## config.mk

```make
export PLATFORM = sky130hd
export DESIGN_NAME = fecl_top
export DESIGN_NICKNAME = d
export VERILOG_FILES = /design/src/rtl/fecl_top.v
export VERILOG_INCLUDE_DIRS = /design/src /design/src/rtl
export SDC_FILE = /design/constraint.sdc
export NUM_CORES = 1
export LEC_CHECK = 0
export BUFFER_PORTS_ARGS = -buffer_cell sky130_fd_sc_hd__buf_4
export CAP_MARGIN = 40
export CORE_ASPECT_RATIO = 0.75
export CORE_MARGIN = 1.5
export CORE_UTILIZATION = 25
export CTS_CLUSTER_SIZE = 30
export DETAILED_ROUTE_END_ITERATION = 16
export PLACE_DENSITY_LB_ADDON = 0.1
export SETUP_SLACK_MARGIN = 0.4
export SYNTH_ARGS = -nofsm -noshare
export SYNTH_HDL_FRONTEND = slang
export SYNTH_SLANG_ARGS = --single-unit
export TNS_END_PERCENT = 50
```

## constraint.sdc

```tcl
create_clock -name clk_in -period 4.45 [get_ports clk_in]
set_clock_uncertainty 0.15 [all_clocks]
set_input_delay 0.89 -clock clk_in [delete_from_list [all_inputs] [get_ports clk_in]]
set_output_delay 0.89 -clock clk_in [all_outputs]
set_load 0.005 [all_outputs]
```

## src/rtl/fecl_consts.vh

```
// Purpose: Shared constants for the 100 Mbps 4B/5B codec and link monitor
// Assumes: 50 MHz system clock, nibble rate is half of it
// Notes:   Offsets are byte addresses on the AXI4-Lite register bus
`ifndef FECL_CONSTS_VH
`define FECL_CONSTS_VH

// ----------------------------------------------------------------
// Register map
// ----------------------------------------------------------------
`define FECL_OFS_CTRL        4'h0
`define FECL_OFS_STATUS      4'h4
`define FECL_CTRL_AN_EN      0
`define FECL_CTRL_OVERRIDE   1
`define FECL_CTRL_RESET      2'h0
`define FECL_STAT_LINK       0
`define FECL_STAT_LINK_COPY  1
`define FECL_STAT_CRS        2
`define FECL_STAT_RX_DV      3
`define FECL_STAT_FLP        4

// ----------------------------------------------------------------
// AXI responses
// ----------------------------------------------------------------
`define FECL_RESP_OKAY       2'h0
`define FECL_RESP_DECERR     2'h3

// ----------------------------------------------------------------
// Code groups
// ----------------------------------------------------------------
`define FECL_CG_IDLE         5'h1f
`define FECL_CG_J            5'h18
`define FECL_CG_K            5'h11
`define FECL_CG_T            5'h0d
`define FECL_CG_R            5'h07
`define FECL_CG_H            5'h04
`define FECL_NIB_PREAMBLE    4'h5

// ----------------------------------------------------------------
// Timing
// ----------------------------------------------------------------
`define FECL_CLK_MHZ         50
`define FECL_LOCK_TIME_US    50000
`define FECL_IDLE_WIN_US     2000
`define FECL_IDLE_RUN_MIN    5'h10

`endif

```

## src/rtl/fecl_top.v

```verilog
// Purpose: 4B/5B encoder and decoder, delimiters, carrier sense and link
//          monitor of a 100 Mbps PHY coding layer, with AXI4-Lite control
// Assumes: Line side gives/takes one 5-bit code group per nibble tick;
//          scrambling and line coding sit outside this block
// Notes:   Nibble tick is every second 50 MHz cycle (25 MHz)
//
// What this block does
// - Each nibble encodes to its fixed code group; decoder inverts it.
// - Idle code group is sent continuously between frames.
// - Start delimiter is J then K, replacing two preamble nibbles.
// - End delimiter is T then R, always paired, R last.
// - Error code group H forces a signaling error on transmit.
// - Listed unused code groups are classified invalid on receive.
// - Link comes up after descrambler lock held for 50 ms.
// - Link drops if no run of 16 idles within a 2 ms window.
// - A transient 10 Mbps start indication never makes a link.
// - Link failure clears link status bits and raises a failure event.
// - Link failure restarts negotiation when negotiation is enabled.
// - Packets go out only with link up, unless override is set and negotiation is off.
// - Negotiation on and link down: send pulse bursts, never data.
// - Received start delimiter pair asserts carrier sense.
// - Received end delimiter pair deasserts carrier sense.
// - Idle without end delimiter drops carrier, pulses receive error.
// - Carrier deassert latency may exceed assert latency.
// - Receive valid only on valid symbols, rising with first preamble.
// - Transmit start replaces two nibbles by J K, then encodes.
// - Invalid code group gives receive error with nibble 0101.
// - Transmit error from MAC sends error code groups instead.
// - Received J K pair becomes two preamble nibbles to the MAC.
`timescale 1ns/1ns
`include "fecl_consts.vh"
`default_nettype none

module fecl_top #(
  parameter integer LOCK_CYCLES = `FECL_LOCK_TIME_US * `FECL_CLK_MHZ,
  parameter integer WIN_CYCLES  = `FECL_IDLE_WIN_US * `FECL_CLK_MHZ
) (
  input  wire        clk_in,
  input  wire        rst_in,
  // AXI4-Lite slave
  input  wire [3:0]  s_axi_awaddr_in,
  input  wire        s_axi_awvalid_in,
  output reg         s_axi_awready_out,
  input  wire [31:0] s_axi_wdata_in,
  input  wire [3:0]  s_axi_wstrb_in,
  input  wire        s_axi_wvalid_in,
  output reg         s_axi_wready_out,
  output reg  [1:0]  s_axi_bresp_out,
  output reg         s_axi_bvalid_out,
  input  wire        s_axi_bready_in,
  input  wire [3:0]  s_axi_araddr_in,
  input  wire        s_axi_arvalid_in,
  output reg         s_axi_arready_out,
  output reg  [31:0] s_axi_rdata_out,
  output reg  [1:0]  s_axi_rresp_out,
  output reg         s_axi_rvalid_out,
  input  wire        s_axi_rready_in,
  // MII transmit side
  input  wire        tx_en_in,
  input  wire        tx_er_in,
  input  wire [3:0]  txd_in,
  // MII receive side
  output reg  [3:0]  rxd_out,
  output reg         rx_dv_out,
  output reg         rx_er_out,
  output reg         crs_out,
  // Line side
  output reg  [4:0]  tx_code_out,
  input  wire [4:0]  rx_code_in,
  input  wire        descr_lock_in,
  // Link status and events
  output reg         link_up_out,
  output reg         link_fail_out,
  output reg         an_restart_out,
  output reg         flp_send_out,
  output reg         nib_tick_out
);

  // ----------------------------------------------------------------
  // Code tables
  // ----------------------------------------------------------------
  function [4:0] enc;
    input [3:0] n;
    begin
      case (n)
        4'h0:    enc = 5'h1e;
        4'h1:    enc = 5'h09;
        4'h2:    enc = 5'h14;
        4'h3:    enc = 5'h15;
        4'h4:    enc = 5'h0a;
        4'h5:    enc = 5'h0b;
        4'h6:    enc = 5'h0e;
        4'h7:    enc = 5'h0f;
        4'h8:    enc = 5'h12;
        4'h9:    enc = 5'h13;
        4'ha:    enc = 5'h16;
        4'hb:    enc = 5'h17;
        4'hc:    enc = 5'h1a;
        4'hd:    enc = 5'h1b;
        4'he:    enc = 5'h1c;
        default: enc = 5'h1d;
      endcase
    end
  endfunction

  // Returns {valid, nibble}; anything not a data group is invalid
  function [4:0] dec;
    input [4:0] c;
    begin
      case (c)
        5'h1e:   dec = 5'h10;
        5'h09:   dec = 5'h11;
        5'h14:   dec = 5'h12;
        5'h15:   dec = 5'h13;
        5'h0a:   dec = 5'h14;
        5'h0b:   dec = 5'h15;
        5'h0e:   dec = 5'h16;
        5'h0f:   dec = 5'h17;
        5'h12:   dec = 5'h18;
        5'h13:   dec = 5'h19;
        5'h16:   dec = 5'h1a;
        5'h17:   dec = 5'h1b;
        5'h1a:   dec = 5'h1c;
        5'h1b:   dec = 5'h1d;
        5'h1c:   dec = 5'h1e;
        5'h1d:   dec = 5'h1f;
        default: dec = 5'h00;
      endcase
    end
  endfunction

  // ----------------------------------------------------------------
  // Nibble tick divider
  // ----------------------------------------------------------------
  reg nib_en;

  // Half rate enable gives the 25 MHz nibble cadence
  always @(posedge clk_in) begin
    if (rst_in) begin
      nib_en       <= 1'b0;
      nib_tick_out <= 1'b0;
    end else begin
      nib_en       <= ~nib_en;
      nib_tick_out <= ~nib_en;
    end
  end

  // ----------------------------------------------------------------
  // Control register and AXI4-Lite slave
  // ----------------------------------------------------------------
  reg [1:0] ctrl;
  reg [3:0] aw_addr;
  reg       aw_held;
  reg [7:0] w_data;
  reg       w_strb0;
  reg       w_held;
  wire      an_en    = ctrl[`FECL_CTRL_AN_EN];
  wire      override = ctrl[`FECL_CTRL_OVERRIDE];
  wire      aw_take  = s_axi_awvalid_in & s_axi_awready_out;
  wire      w_take   = s_axi_wvalid_in & s_axi_wready_out;

  // Address and data may come in either order; response after both
  always @(posedge clk_in) begin
    if (rst_in) begin
      ctrl              <= `FECL_CTRL_RESET;
      aw_addr           <= 4'h0;
      aw_held           <= 1'b0;
      w_data            <= 8'h00;
      w_strb0           <= 1'b0;
      w_held            <= 1'b0;
      s_axi_awready_out <= 1'b1;
      s_axi_wready_out  <= 1'b1;
      s_axi_bvalid_out  <= 1'b0;
      s_axi_bresp_out   <= `FECL_RESP_OKAY;
    end else begin
      if (aw_take) begin
        aw_addr           <= s_axi_awaddr_in;
        aw_held           <= 1'b1;
        s_axi_awready_out <= 1'b0;
      end
      if (w_take) begin
        w_data           <= s_axi_wdata_in[7:0];
        w_strb0          <= s_axi_wstrb_in[0];
        w_held           <= 1'b1;
        s_axi_wready_out <= 1'b0;
      end
      if (aw_held && w_held && !s_axi_bvalid_out) begin
        aw_held          <= 1'b0;
        w_held           <= 1'b0;
        s_axi_bvalid_out <= 1'b1;
        if (aw_addr == `FECL_OFS_CTRL) begin
          s_axi_bresp_out <= `FECL_RESP_OKAY;
          if (w_strb0)
            ctrl <= w_data[1:0];
        end else if (aw_addr == `FECL_OFS_STATUS) begin
          s_axi_bresp_out <= `FECL_RESP_OKAY; // Read-only, write ignored
        end else begin
          s_axi_bresp_out <= `FECL_RESP_DECERR;
        end
      end
      if (s_axi_bvalid_out && s_axi_bready_in) begin
        s_axi_bvalid_out  <= 1'b0;
        s_axi_awready_out <= 1'b1;
        s_axi_wready_out  <= 1'b1;
      end
    end
  end

  // Reads answer the cycle after the address is taken
  always @(posedge clk_in) begin
    if (rst_in) begin
      s_axi_arready_out <= 1'b1;
      s_axi_rvalid_out  <= 1'b0;
      s_axi_rdata_out   <= 32'h0000_0000;
      s_axi_rresp_out   <= `FECL_RESP_OKAY;
    end else if (s_axi_arvalid_in && s_axi_arready_out) begin
      s_axi_arready_out <= 1'b0;
      s_axi_rvalid_out  <= 1'b1;
      s_axi_rresp_out   <= `FECL_RESP_OKAY;
      if (s_axi_araddr_in == `FECL_OFS_CTRL)
        s_axi_rdata_out <= {30'h0000_0000, ctrl};
      else if (s_axi_araddr_in == `FECL_OFS_STATUS)
        s_axi_rdata_out <= {27'h000_0000, flp_send_out, rx_dv_out,
                            crs_out, link_up_out, link_up_out};
      else begin
        s_axi_rdata_out <= 32'h0000_0000;
        s_axi_rresp_out <= `FECL_RESP_DECERR;
      end
    end else if (s_axi_rvalid_out && s_axi_rready_in) begin
      s_axi_rvalid_out  <= 1'b0;
      s_axi_arready_out <= 1'b1;
    end
  end

  // ----------------------------------------------------------------
  // Link monitor
  // ----------------------------------------------------------------
  reg [31:0] lock_cnt;
  reg [31:0] win_cnt;
  reg [4:0]  idle_run;
  reg        idle_seen;
  wire       rx_idle  = (rx_code_in == `FECL_CG_IDLE);
  wire       win_end  = (win_cnt == WIN_CYCLES - 1);
  // Saturated run still counts, so steady idle holds the link window
  wire       run_done = (idle_run >= `FECL_IDLE_RUN_MIN - 5'h01) & rx_idle;

  // Link rests only on descrambler lock and idle density; no 10 Mbps
  // start indication enters here, so none can bring a link up
  always @(posedge clk_in) begin
    if (rst_in) begin
      lock_cnt       <= 32'h0000_0000;
      win_cnt        <= 32'h0000_0000;
      idle_run       <= 5'h00;
      idle_seen      <= 1'b0;
      link_up_out    <= 1'b0;
      link_fail_out  <= 1'b0;
      an_restart_out <= 1'b0;
    end else begin
      link_fail_out  <= 1'b0;
      an_restart_out <= 1'b0;
      // Continuous lock time; any loss starts the wait again
      if (!descr_lock_in)
        lock_cnt <= 32'h0000_0000;
      else if (lock_cnt != LOCK_CYCLES)
        lock_cnt <= lock_cnt + 32'h0000_0001;
      if (nib_en) begin
        if (!rx_idle)
          idle_run <= 5'h00;
        else if (idle_run != `FECL_IDLE_RUN_MIN)
          idle_run <= idle_run + 5'h01;
      end
      win_cnt <= win_end ? 32'h0000_0000 : win_cnt + 32'h0000_0001;
      if (win_end)
        idle_seen <= 1'b0;
      else if (nib_en && run_done)
        idle_seen <= 1'b1;
      if (!link_up_out) begin
        if (descr_lock_in && lock_cnt == LOCK_CYCLES - 1)
          link_up_out <= 1'b1;
      end else if (win_end && !idle_seen && !(nib_en && run_done)) begin
        link_up_out    <= 1'b0;
        link_fail_out  <= 1'b1;
        an_restart_out <= an_en;
      end
    end
  end

  // ----------------------------------------------------------------
  // Transmit encoder
  // ----------------------------------------------------------------
  localparam [2:0] TX_IDLE  = 3'd0;
  localparam [2:0] TX_K     = 3'd1;
  localparam [2:0] TX_DATA  = 3'd2;
  localparam [2:0] TX_R     = 3'd3;
  localparam [2:0] TX_BLOCK = 3'd4;

  reg  [2:0] tx_state;
  wire       tx_ok = (link_up_out | override) & ~(an_en & ~link_up_out);

  always @(posedge clk_in) begin
    if (rst_in) begin
      tx_state     <= TX_IDLE;
      tx_code_out  <= `FECL_CG_IDLE;
      flp_send_out <= 1'b0;
    end else begin
      flp_send_out <= an_en & ~link_up_out;
      if (nib_en) begin
        case (tx_state)
          TX_IDLE: begin
            if (tx_en_in && tx_ok) begin
              tx_code_out <= `FECL_CG_J;
              tx_state    <= TX_K;
            end else begin
              tx_code_out <= `FECL_CG_IDLE;
              if (tx_en_in)
                tx_state <= TX_BLOCK;
            end
          end
          TX_K: begin
            tx_code_out <= `FECL_CG_K;
            tx_state    <= TX_DATA; // K always follows J, T comes later
          end
          TX_DATA: begin
            if (!tx_en_in) begin
              tx_code_out <= `FECL_CG_T;
              tx_state    <= TX_R;
            end else if (tx_er_in) begin
              tx_code_out <= `FECL_CG_H;
            end else begin
              tx_code_out <= enc(txd_in);
            end
          end
          TX_R: begin
            tx_code_out <= `FECL_CG_R;
            tx_state    <= TX_IDLE;
          end
          TX_BLOCK: begin
            tx_code_out <= `FECL_CG_IDLE; // Drop frame until enable falls
            if (!tx_en_in)
              tx_state <= TX_IDLE;
          end
          default: begin
            tx_code_out <= `FECL_CG_IDLE;
            tx_state    <= TX_IDLE;
          end
        endcase
      end
    end
  end

  // ----------------------------------------------------------------
  // Receive decoder
  // ----------------------------------------------------------------
  localparam [1:0] RX_IDLE  = 2'd0;
  localparam [1:0] RX_K     = 2'd1;
  localparam [1:0] RX_FRAME = 2'd2;
  localparam [1:0] RX_R     = 2'd3;

  reg  [1:0] rx_state;
  reg  [4:0] prev_code;
  wire [4:0] dec_prev = dec(prev_code);

  // One group of look-ahead lets a delimiter be seen as a whole pair;
  // carrier therefore rises on K and drops on R, the second group of each pair
  always @(posedge clk_in) begin
    if (rst_in) begin
      rx_state  <= RX_IDLE;
      prev_code <= `FECL_CG_IDLE;
      rxd_out   <= 4'h0;
      rx_dv_out <= 1'b0;
      rx_er_out <= 1'b0;
      crs_out   <= 1'b0;
    end else if (nib_en) begin
      prev_code <= rx_code_in;
      rx_er_out <= 1'b0;
      case (rx_state)
        RX_IDLE: begin
          rx_dv_out <= 1'b0;
          rxd_out   <= 4'h0;
          if (prev_code == `FECL_CG_J && rx_code_in == `FECL_CG_K) begin
            crs_out   <= 1'b1;
            rx_dv_out <= 1'b1;
            rxd_out   <= `FECL_NIB_PREAMBLE;
            rx_state  <= RX_K;
          end
        end
        RX_K: begin
          rxd_out  <= `FECL_NIB_PREAMBLE;
          rx_state <= RX_FRAME;
        end
        RX_FRAME: begin
          if (prev_code == `FECL_CG_T && rx_code_in == `FECL_CG_R) begin
            crs_out   <= 1'b0;
            rx_dv_out <= 1'b0;
            rxd_out   <= 4'h0;
            rx_state  <= RX_R;
          end else if (prev_code == `FECL_CG_IDLE) begin
            crs_out   <= 1'b0;
            rx_er_out <= 1'b1;
            rx_dv_out <= 1'b0;
            rxd_out   <= 4'h0;
            rx_state  <= RX_IDLE;
          end else if (dec_prev[4]) begin
            rx_dv_out <= 1'b1;
            rxd_out   <= dec_prev[3:0];
          end else begin
            rx_dv_out <= 1'b0;
            rx_er_out <= 1'b1;
            rxd_out   <= `FECL_NIB_PREAMBLE;
          end
        end
        RX_R: begin
          rx_state <= RX_IDLE; // Swallow the R group
        end
        default: begin
          rx_state <= RX_IDLE;
        end
      endcase
    end
  end

endmodule // fecl_top

`default_nettype wire

```

==> summary.txt <==
PD cells: 383.0 nW/um^2
Fin. max-slew vios: 0
Commonest non-fill, non-tap cells in the layout: 125 x dfxtp_1, 100 x nor2_1, 62 x buf_4
Final Cell Area: 7268 um^2
DR DRC count: 0
CTS tree: yes
Clock power frac: 0.525
Number of setup buffers added after CTS: 0
DRT iter0 DRCs: 263
CTS sink count: 125
Fin util: 0.3119
Setup crit end kind: flip-flop
Max transition margin: 0.4494
Fin Hold WS: 0.3061 ns
Post-synth EDFFs: 0
Initial antenna violation count: 0
CP peak stage delay: 0.50 ns
Mapped Cells: 707
Seq cells post-synth: 125
Switching part of the total: 0.2395
Ports: 121
# resized after CTS: 0
DR WL/cell: 13.41 um
Crit path cell chain: buf_4 > inv_2 > nand2_1 > buf_4 > or4_1 > nor3_1 > a31o_1
First-pass GRT wire length: 23.65 mm
Clock root buffer: clkbuf_16
DP HPWL: 10.15 mm
Peak supply drop: 0.2415 mV
RSZ-0062 raised after global routing: no
Critical-path top delay cell: or4_1
Initial Util: 0.2573
Maximum Capacitance Violations: 0
Flop pwr share: 0.421
Hold buffer count at CTS: 0
Longest Clk Path Bufs: 2
CP Launch Type: input port
Worst path required time: 4.66 ns
Final wirelength: 14.43 mm
Final net count: 839
CTS buffer count: 17
Die area: 24930 um^2
Most frequent CP cell: buf_4
Synth Warn #: 0
Syn-to-layout area delta: 21.22%
Mapped cell area: 5996 um^2
Clk Latency, worst-skew pair: 0.42 ns
Register area share after synthesis: 0.4174
Fin crit period: 2.581 ns
Setup Viol. Count Final: 0
Placed Instances: 1044
Worst-path fanout max: 46
Synth cell types: 64
Total Power: 2.784 mW
WP data arrival: 2.79 ns
Ys flop type: dfxtp_1
Status: finished clean
Die height: 137.1 um
Ys async rst share: 0
Fillers: 2459
Via count: 4982
Avg Inst Size Synth: 8.481 um^2
Non-Filler Instances: 1076
Tot GR Track Use: 0.1199
Via/cell ratio: 4.630
Most common cell after layout, fill and taps aside: dfxtp_1
Final hold viol count: 0
Port buffer count: 60
Worst setup path class: in -> reg
Routability cong.: 0.7557
Final ANT Viol Nets: 0
ANT cells: 0
Vias in the first global route: 4703
Setup slack at placement: 1.446 ns
First-pass DRT Iterations: 4
Comb pwr share: 0.055
Net Switching: 666.8 uW
Fmax: 387.4 MHz
Area post-placement: 6649 um^2
Core Region: 23300 um^2
Clk slew on worst S/H paths: 0.06 ns
Leak: 2.790 nW
Pin count of the biggest net entering global routing: 47
Period utilization: 0.5801
Die X: 181.8 um
Slew @ Worst Pin: 0.8195 ns
Fraction of layout cells with a size suffix above 1: 0.1495
Num rows: 48
# H-tree levels: 4
Setup TNS: 0 ns
Internal power: 2.117 mW
Fin worst setup slack: 1.869 ns
Hold Crit Class: reg -> reg
GR Overflow Total: 0
## final cells by class
class / count / area (um^2) / share of cell area
Clock inverter: 14 / 180.2 / 0.02479
Multi-Input combinational cell: 528 / 3173 / 0.4366
Tap cell: 300 / 375.4 / 0.05164
Sequential cell: 125 / 2502 / 0.3443
Clock buffer: 18 / 439.2 / 0.06042
Inverter: 28 / 105.1 / 0.01446
Timing Repair Buffer: 63 / 493.0 / 0.06783
## synthesized netlist by cell type (all sizes together), types with 15 or more instances
master / number / area [um^2]
xor2: 49 / 429.2
a21oi: 44 / 220.2
buf: 38 / 260.3
nand3: 42 / 227.7
and3: 15 / 95.09
nand4: 31 / 206.4
o21ai: 26 / 130.1
inv: 28 / 105.1
dfxtp: 125 / 2502
nand2: 49 / 183.9
nor2: 101 / 381.6
nor3: 17 / 95.09
## routing by layer
layer  global-route usage  vias up  share of wire
met1               0.1590     2333           0.50
met2               0.1870       96           0.44
met4              0.04722        0          0.011
met3              0.03007       12          0.042
li1                     -     2541              -
met5                    0        -              0
## cells by family (layout without fill, tap and decap cells)
logic type	Yosys count	after routing	synth area share
AO/OA/AOI/OAI	98	98	0.09808
XOR/XNOR	58	58	0.08473
adder cells (fa/ha/maj)	13	13	0.02713
buffers and inverters	80	123	0.06970
flip-flops	125	125	0.4174
multiplexers	9	9	0.01523
other	1	27	0.0006254
AND/OR/NAND/NOR	323	323	0.2871
## power groups by stage
stage	sequential (mW)	clock [mW]	combinational [mW]
floorplan	1.19	0	0.112
global placement	1.20	0	0.148
detailed placement	1.20	0	0.153
CTS	1.17	1.52	0.154
global route	1.17	1.57	0.172
finish	1.17	1.46	0.152
## worst max-delay path: cells and delay by family
kind	cells	cell delay, ns
simple gates	3	0.85
compound gates	1	0.13
buf+inv	3	0.86
## worst paths after layout
path | startpoint | end | slack, ns | cells after the start
setup / recovery | rst_in | link_up_out$_SDFF_PP0_ | 1.87 | 7
hold / removal | aw_addr[2]$_SDFFE_PP0P_ | aw_addr[2]$_SDFFE_PP0P_ | 0.31 | 2
setup reg to reg | nib_en$_SDFF_PP0_ | dec_prev[4]$_DFF_P_ | 2.08 | 6
hold reg to reg | aw_addr[2]$_SDFFE_PP0P_ | aw_addr[2]$_SDFFE_PP0P_ | 0.31 | 2
## registers in the layout (all words and copies together), names as in the netlist, 2 cells and up
| name | cells |
|---|---|
| aw_addr | 4 |
| ctrl | 2 |
| dec_prev | 5 |
| idle_run | 5 |
| lock_cnt | 32 |
| prev_code | 5 |
| rx_state | 2 |
| rxd_out | 4 |
| s_axi_rdata_out | 5 |
| tx_code_out | 5 |
| tx_state | 3 |
| w_data | 2 |
| win_cnt | 32 |
Note: power is estimated with default switching activity, not from simulation.
